### config.mk
export PLATFORM = sky130hd
export DESIGN_NAME = serial_arbiter_bit_timer
export DESIGN_NICKNAME = d
export VERILOG_FILES = /design/src/arb_timer_pkg.sv /design/src/rx_line_if.sv /design/src/rx_line_sync.sv /design/src/serial_arbiter_bit_timer.sv
export SDC_FILE = /design/constraint.sdc
export NUM_CORES = 1
export LEC_CHECK = 0
export ABC_AREA = 0
export BUFFER_PORTS_ARGS = -buffer_cell sky130_fd_sc_hd__buf_2
export CORE_MARGIN = 5
export CORE_UTILIZATION = 53
export DETAILED_ROUTE_END_ITERATION = 6
export PLACE_DENSITY = 0.85
export SLEW_MARGIN = 20
export SYNTH_ARGS = -nofsm -noshare
export SYNTH_HDL_FRONTEND = slang
export SYNTH_HIERARCHICAL = 1
export SYNTH_SLANG_ARGS = --single-unit
### constraint.sdc
create_clock -name sys_clk_i -period 6 [get_ports sys_clk_i]
set_input_delay 1.2 -clock sys_clk_i [delete_from_list [all_inputs] [get_ports sys_clk_i]]
set_output_delay 1.2 -clock sys_clk_i [all_outputs]
set_load 0.005 [all_outputs]
### src/arb_timer_pkg.sv
// Constants, field layout and state types of the serial arbiter bit timer.
// Assumes a 40 MHz bus clock and a word-addressed Avalon-MM slave port.
// Summary of operation
// RL1: Count low byte readable, writes ignored.
// RL2: Control write or reset clears counter.
// RL3: Mode 00 holds counter cleared and idle.
// RL4: Select 0 counts every fourth bus clock.
// RL5: Select 0: count between two RX falls.
// RL6: Running flag while counting; done on second fall.
// RL7: Select 1 counts half prescaler rate.
// RL8: Select 1: start on low, even immediately.
// RL9: Select 1: stop on next RX rise.
// RL10: Mode 10 selects arbitration.
// RL11: Arbitration restarts counter on TX rise.
// RL12: Sample RX at 0x38 or 0x08.
// RL13: RX low at sample sets lost flag.
// RL14: Lost flag forces TX pin high.
// RL15: Early TX low resets, waits TX rise.
// RL16: Mode 00 idle, 01 measure, 10 arbitrate.
// RL17: Lost cleared by writing upper mode zero.
// RL18: Nine-bit counter with sticky overflow flag.
// RL19: Counter MSB readable in control register.
// RL20: RX line synchronised before edge detection.
package arb_timer_pkg;
   localparam int          CNT_W          = 9;
   localparam logic [3:0]  CTL_ADDR       = 4'h0;
   localparam logic [3:0]  LOW_ADDR       = 4'h4;
   localparam int          BIT_MODE_UP    = 7;
   localparam int          BIT_MODE_LO    = 6;
   localparam int          BIT_LOST       = 5;
   localparam int          BIT_ACLK       = 4;
   localparam int          BIT_FIN        = 3;
   localparam int          BIT_RUN        = 2;
   localparam int          BIT_OVFL       = 1;
   localparam int          BIT_MSB        = 0;
   localparam logic [1:0]  MODE_IDLE      = 2'h0;
   localparam logic [1:0]  MODE_MEAS      = 2'h1;
   localparam logic [1:0]  MODE_ARB       = 2'h2;
   localparam logic [1:0]  DIV_LAST       = 2'h3;
   localparam logic [8:0]  SAMPLE_PT_BUS  = 9'h038;
   localparam logic [8:0]  SAMPLE_PT_PRE  = 9'h008;
   localparam logic [8:0]  CNT_ZERO       = 9'h000;
   localparam logic [1:0]  RESP_OKAY      = 2'h0;
   localparam logic [1:0]  RESP_SLVERR    = 2'h2;
   localparam logic [23:0] PAD_ZERO       = 24'h000000;

   typedef enum logic [1:0] {
      M_WAIT = 2'b00,
      M_RUN  = 2'b01,
      M_DONE = 2'b10
   } meas_state_t;

   typedef enum logic [0:0] {
      A_IDLE  = 1'b0,
      A_COUNT = 1'b1
   } arb_state_t;
endpackage : arb_timer_pkg

### src/rx_line_if.sv
// Carrier for the synchronised receive line and its edges.
// Assumes producer and consumer share one clock.
`timescale 1ns/1ps
interface rx_line_if;
   logic level;
   logic fall;
   logic rise;
   modport src (output level, output fall, output rise);
   modport dst (input level, input fall, input rise);
endinterface : rx_line_if

### src/rx_line_sync.sv
// Two-stage synchroniser and edge detector for the receive pin.
// Assumes rx_pin_i is asynchronous to sys_clk_i.
`timescale 1ns/1ps
module rx_line_sync
   import arb_timer_pkg::*;
(
   input  wire logic sys_clk_i,
   input  wire logic rst_i,
   input  wire logic rx_pin_i,
   rx_line_if.src    rx
);
   typedef struct packed {
      logic meta;
      logic stable;
      logic prev;
   } sync_t;

   sync_t s_reg;
   sync_t s_next;

   always_comb begin
      s_next        = s_reg;
      s_next.meta   = rx_pin_i;
      s_next.stable = s_reg.meta;     // [RL20]
      s_next.prev   = s_reg.stable;
   end

   // Idle line is high
   always_ff @(posedge sys_clk_i or posedge rst_i) begin
      if (rst_i) begin
         s_reg <= '1;
      end else begin
         s_reg <= s_next;
      end
   end

   assign rx.level = s_reg.stable;
   assign rx.fall  = s_reg.prev & ~s_reg.stable;
   assign rx.rise  = ~s_reg.prev & s_reg.stable;
endmodule : rx_line_sync

### src/serial_arbiter_bit_timer.sv
// Arbiter counter beside the serial port: bit time and break measurement, bus arbitration.
// Assumes presc_tick_i is a one-cycle prescaler pulse and internal_transmit_out_i is
// driven on sys_clk_i by the serial port; rx_pin_i is asynchronous.
`timescale 1ns/1ps
module serial_arbiter_bit_timer
   import arb_timer_pkg::*;
(
   input  wire logic        sys_clk_i,
   input  wire logic        rst_i,
   input  wire logic [3:0]  avs_address_i,
   input  wire logic        avs_read_i,
   input  wire logic        avs_write_i,
   input  wire logic [31:0] avs_writedata_i,
   input  wire logic [3:0]  avs_byteenable_i,
   output logic      [31:0] avs_readdata_o,
   output logic      [1:0]  avs_response_o,
   output logic             avs_waitrequest_o,
   input  wire logic        rx_pin_i,
   input  wire logic        internal_transmit_out_i,
   input  wire logic        presc_tick_i,
   output logic             tx_pin_o
);
   typedef struct packed {
      logic [1:0]       mode;
      logic             aclk;
      logic             lost;
      logic             fin;
      logic             run;
      logic             ovfl;
      logic [CNT_W-1:0] cnt;
      logic [1:0]       div;
      logic             half;
      meas_state_t      mst;
      arb_state_t       ast;
      logic             tx_prev;
      logic             ack;
      logic [31:0]      rdata;
      logic [1:0]       resp;
   } state_t;

   state_t s_reg;
   state_t s_next;

   rx_line_if rx ();

   rx_line_sync u_rx_sync (
      .sys_clk_i (sys_clk_i),
      .rst_i     (rst_i),
      .rx_pin_i  (rx_pin_i),
      .rx        (rx.src)
   );

   // Counter step with wrap carry
   function automatic logic [CNT_W:0] cnt_step(input logic [CNT_W-1:0] c);
      cnt_step = {1'b0, c} + {{CNT_W{1'b0}}, 1'b1};
   endfunction : cnt_step

   function automatic logic [7:0] ctl_byte(input state_t s);
      ctl_byte              = 8'h00;
      ctl_byte[BIT_MODE_UP] = s.mode[1];
      ctl_byte[BIT_MODE_LO] = s.mode[0];
      ctl_byte[BIT_LOST]    = s.lost;
      ctl_byte[BIT_ACLK]    = s.aclk;
      ctl_byte[BIT_FIN]     = s.fin;
      ctl_byte[BIT_RUN]     = s.run;
      ctl_byte[BIT_OVFL]    = s.ovfl;
      ctl_byte[BIT_MSB]     = s.cnt[CNT_W-1];
   endfunction : ctl_byte

   logic             div_tick;
   logic             half_tick;
   logic             tick;
   logic             req;
   logic             accept;
   logic             ctl_wr;
   logic             tx_rise;
   logic             fin_set;
   logic             lost_set;
   logic             ovfl_set;
   logic [CNT_W:0]   stepped;
   logic [CNT_W-1:0] sample_pt;

   always_comb begin
      s_next    = s_reg;
      fin_set   = 1'b0;
      lost_set  = 1'b0;
      ovfl_set  = 1'b0;
      stepped   = cnt_step(s_reg.cnt);
      div_tick  = (s_reg.div == DIV_LAST);
      half_tick = presc_tick_i & s_reg.half;
      tick      = s_reg.aclk ? half_tick : div_tick;       // [RL4] [RL7]
      sample_pt = s_reg.aclk ? SAMPLE_PT_PRE : SAMPLE_PT_BUS;
      tx_rise   = internal_transmit_out_i & ~s_reg.tx_prev;
      req       = avs_read_i | avs_write_i;
      accept    = req & s_reg.ack;
      ctl_wr    = avs_write_i & accept & (avs_address_i == CTL_ADDR) & avs_byteenable_i[0];

      s_next.div     = s_reg.div + 2'h1;
      s_next.tx_prev = internal_transmit_out_i;
      if (presc_tick_i) begin
         s_next.half = ~s_reg.half;
      end

      case (s_reg.mode)                                     // [RL16]
         MODE_MEAS: begin
            case (s_reg.mst)
               M_WAIT: begin
                  if (s_reg.aclk ? ~rx.level : rx.fall) begin    // [RL5] [RL8]
                     s_next.mst = M_RUN;
                  end
               end
               M_RUN: begin
                  if (tick) begin
                     s_next.cnt = stepped[CNT_W-1:0];
                     ovfl_set   = stepped[CNT_W];                // [RL18]
                  end
                  if (s_reg.aclk ? rx.rise : rx.fall) begin      // [RL5] [RL9]
                     s_next.mst = M_DONE;
                     fin_set    = ~s_reg.aclk | 1'b1;            // [RL6]
                  end
               end
               M_DONE: begin
                  s_next.mst = M_DONE;
               end
               default: begin
                  s_next.mst = M_WAIT;
               end
            endcase
         end
         MODE_ARB: begin                                    // [RL10]
            case (s_reg.ast)
               A_IDLE: begin
                  if (tx_rise) begin                         // [RL11]
                     s_next.cnt = CNT_ZERO;
                     s_next.ast = A_COUNT;
                  end
               end
               A_COUNT: begin
                  if (s_reg.cnt == sample_pt) begin          // [RL12]
                     lost_set   = ~rx.level;                 // [RL13]
                     s_next.ast = A_IDLE;
                  end else if (~internal_transmit_out_i) begin
                     s_next.cnt = CNT_ZERO;                  // [RL15]
                     s_next.ast = A_IDLE;
                  end else if (tick) begin
                     s_next.cnt = stepped[CNT_W-1:0];
                     ovfl_set   = stepped[CNT_W];            // [RL18]
                  end
               end
               default: begin
                  s_next.ast = A_IDLE;
               end
            endcase
         end
         default: begin
            // Idle and the unused code keep the counter cleared
            s_next.cnt = CNT_ZERO;                           // [RL3]
            s_next.mst = M_WAIT;
            s_next.ast = A_IDLE;
         end
      endcase

      if (ctl_wr) begin
         s_next.mode = avs_writedata_i[BIT_MODE_UP:BIT_MODE_LO];
         s_next.aclk = avs_writedata_i[BIT_ACLK];
         s_next.cnt  = CNT_ZERO;                            // [RL2] [RL19]
         s_next.fin  = 1'b0;
         s_next.ovfl = 1'b0;
         s_next.mst  = M_WAIT;
         s_next.ast  = A_IDLE;
         if (~avs_writedata_i[BIT_MODE_UP]) begin
            s_next.lost = 1'b0;                             // [RL17]
         end
      end
      // Hardware set wins over a clear in the same cycle
      s_next.fin  = s_next.fin | fin_set;
      s_next.ovfl = s_next.ovfl | ovfl_set;
      s_next.lost = s_next.lost | lost_set;
      s_next.run  = ((s_next.mode == MODE_MEAS) & (s_next.mst == M_RUN)) |
                    ((s_next.mode == MODE_ARB) & (s_next.ast == A_COUNT));    // [RL6]

      // One wait state: data is latched on the first edge, accepted on the second
      s_next.ack = req & ~s_reg.ack;
      if (req & ~s_reg.ack) begin
         s_next.rdata = 32'h00000000;
         s_next.resp  = RESP_OKAY;
         case (avs_address_i)
            CTL_ADDR: begin
               if (avs_read_i) begin
                  s_next.rdata = {PAD_ZERO, ctl_byte(s_reg)};
               end
            end
            LOW_ADDR: begin
               if (avs_read_i) begin
                  s_next.rdata = {PAD_ZERO, s_reg.cnt[7:0]};   // [RL1]
               end
            end
            default: begin
               s_next.resp = RESP_SLVERR;
            end
         endcase
      end
   end

   always_ff @(posedge sys_clk_i or posedge rst_i) begin
      if (rst_i) begin
         s_reg         <= '0;
         s_reg.tx_prev <= 1'b1;
      end else begin
         s_reg <= s_next;
      end
   end

   assign avs_waitrequest_o = req & ~s_reg.ack;
   assign avs_readdata_o    = s_reg.rdata;
   assign avs_response_o    = s_reg.resp;
   assign tx_pin_o          = internal_transmit_out_i | s_reg.lost;   // [RL14]

   logic low_rd_acc;
   assign low_rd_acc = avs_read_i & ~avs_waitrequest_o & (avs_address_i == LOW_ADDR);
endmodule : serial_arbiter_bit_timer

==> flow_summary.yaml <==
critical_path:
  worstReg2RegStart: "s_reg[56]$_DFF_PP0_"
  r2r_cells: 6
  cp-end-kind: "output pin"
  cp_data_required_time_ns: 4.80
  cp_max_fo: 11
  startpoint_type: "input port"
  cp.arrival_ns: 2.16
  critical_path_class: "in2out"
  r2r-end: "s_reg[48]$_DFFE_PP0P_"
  r2r_slack_ns: 3.62
final_layout:
  regArea_um2: 906
  fillers: 373
  antenna_cells: 0
  drive_gt1_share_pct: 19.3
  final_net_count: 294
  largest_register_ffs: 24
  area_delta_synth_final_pct: 1.68
  multi_input_area_mm2: 0.00101
cts:
  clkLatencyLatePin_ns: 0.29
  hold_buffers: 0
  cts_root_buffer: "clkbuf_8"
  htree_levels: 2
  clk_pin_slew_worst_paths_ns: 0.07
  ctsLongestPathBuffers: 2
  cts_buffers: 5
  post-cts-setup-buffers: 0
  clock_sinks: 36
  cts_tree: "built"
  post_cts_resized: 0
timing:
  fin_crit_sh_pct: 56.0
  clock_skew_ns: 0.00556
  finalSetupTns_ns: 0
  slew_violations: 0
  period_minus_slack_ns: 3.36
  hold_viol: 0
  hold_ws_ns: 0.362
  clock.fmax_mhz: 298
  finalSetupViolCount: 0
  grt_setup_unrepaired: "false"
  worst_pin_slew_ns: 0.723
  max_slew_margin_pct: 51.8
flow_run:
  cap_violations: 0
global_routing:
  grt_pass1_vias: 1627
  grt-ovfl-total: 0
  grt_pass1_wl_um: 7400
  grt_start_max_net_pins: 34
  grt_antenna_before_repair: 0
  track_usage_pct: 17.4
synth:
  synth_cell_types: 49
  ys_ff_latch: 36
  yosysTopAreaCell: "dfrtp_1"
  synth_area_mm2: 0.00223
  synth_ff_type: "dfrtp_1"
  syn_inst: 228
  yosys-top-cells-count: "35 x buf_4, 32 x dfrtp_1, 26 x nand2_1"
  synthArstFlopShare_pct: 100
  synth.yosys.seq_area_share_pct: 40.6
  synth_edf_count: 0
  ys_top_cells_by_area: "dfrtp_1 36%, buf_4 12%, dfstp_2 4.7%"
  ys.warnings.count: 6
  yosysMostFrequentCell: "buf_4"
  syn_area_per_cell_um2: 9.78
  synth_top_area_share_pct: 35.9
floorplanning:
  die_w_um: 74.9
  fp-row-count: 23
  ios: 83
  start_util_pct: 55.3
  die_h_um: 74.9
  dieArea_mm2: 0.00560
  core_area_mm2: 0.00403
power:
  ir_drop_mv: 0.119
  pwr-share-comb_pct: 19.0
  p_sw_share_pct: 29.5
  seq_power_share_pct: 49.4
  clkPwrFrac_pct: 31.6
  p_switching_mw: 0.164
  leakage_nw: 1.09
  internal_power_mw: 0.392
  p_total_mw: 0.556
  power_density_mw_per_mm2: 245
min_path:
  whs_path_depth: 0
  hp-start: "u_rx_sync/s_next[1]$_DFF_PP1_"
  min_path_type: "reg2reg"
  min_to: "u_rx_sync/rx.level$_DFF_PP1_"
drt:
  met1_length_um: 1940
  wl_met3_um: 312
  vias_per_cell: 5.65
  top_layer: "met4"
  post_drt_wl_per_cell_um: 15.3
  dr_wl_met2_um: 2120
  drc_errors: 0
  first_iter_violations: 116
  postRouteAntennaNets: 0
  vias: 1654
  first_pass_iters: 5
  routed_wl_um: 4480
run_status:
  status: "finished clean"
placement:
  place_congestion: 0.837
  hpwl_um: 3280
  port_buffers: 25
critical path, stage by stage:
cell      delay (ns)
buf_2           0.10
o21bai_1        0.56
inv_1           0.13
buf_2           0.16
cells in the final DEF, fill, tap and decap left out, types with 6 or more instances in the layout:
cell type	count
nor2_1	7
buf_2	25
conb_1	25
o21ai_0	15
o311ai_0	7
mux2i_1	9
clkbuf_8	6
nand2_1	26
dfrtp_1	32
inv_1	16
how the worst max path moves through the flow:
stage	start	end	slack [ns]
after floorplan	avs_read_i	avs_waitrequest_o	3.09
after global placement	avs_read_i	avs_waitrequest_o	2.67
after detailed placement	avs_read_i	avs_waitrequest_o	2.63
after CTS	avs_read_i	avs_waitrequest_o	2.63
after global routing	avs_read_i	avs_waitrequest_o	2.50
final	avs_read_i	avs_waitrequest_o	2.64
cell type report:
class,instances,area share (%)
Sequential cell,36,40.0
Clock buffer,8,3.97
Inverter,16,2.65
Tap cell,50,2.76
Timing Repair Buffer,27,6.18
Multi-Input combinational cell,156,44.5
cell families (layout without fill, tap and decap cells):
family                   after synthesis  in the layout  share of synthesized area, %
AND/OR/NAND/NOR                       62             62                          14.3
adder cells (fa/ha/maj)                5              5                          2.81
AO/OA/AOI/OAI                         54             54                          19.5
multiplexers                           9              9                          4.04
flip-flops                            36             36                          40.6
buffers and inverters                 60             51                          18.2
XOR/XNOR                               1              1                         0.393
other                                  1             25                         0.168
power by group through the flow:
| stage | Clock [mW] | Sequential (mW) | Combinational, mW |
|---|---|---|---|
| global route | 0.192 | 0.276 | 0.120 |
| finish | 0.175 | 0.274 | 0.106 |
| floorplan | 0 | 0.273 | 0.0962 |
| CTS | 0.180 | 0.274 | 0.104 |
| detailed placement | 0 | 0.279 | 0.104 |
| global placement | 0 | 0.277 | 0.0991 |
through the flow:
step                      cells  cell area [µm²]  util, %  setup WS, ns
final                       293             2270     56.3          2.64
after global routing        293             2270     56.3          2.50
after CTS                   293             2270     56.3          2.63
after detailed placement    285             2180     54.0          2.63
after global placement      285             2180     54.0          2.67
after floorplan             252             2320        -          3.09
per-layer routing:
layer | up-vias | GRT usage, %
met5 | - | 0
met4 | 0 | 9.49
met3 | 14 | 3.60
met2 | 65 | 27.8
met1 | 798 | 22.0
li1 | 777 | -
(Power assumes the default switching activity.)
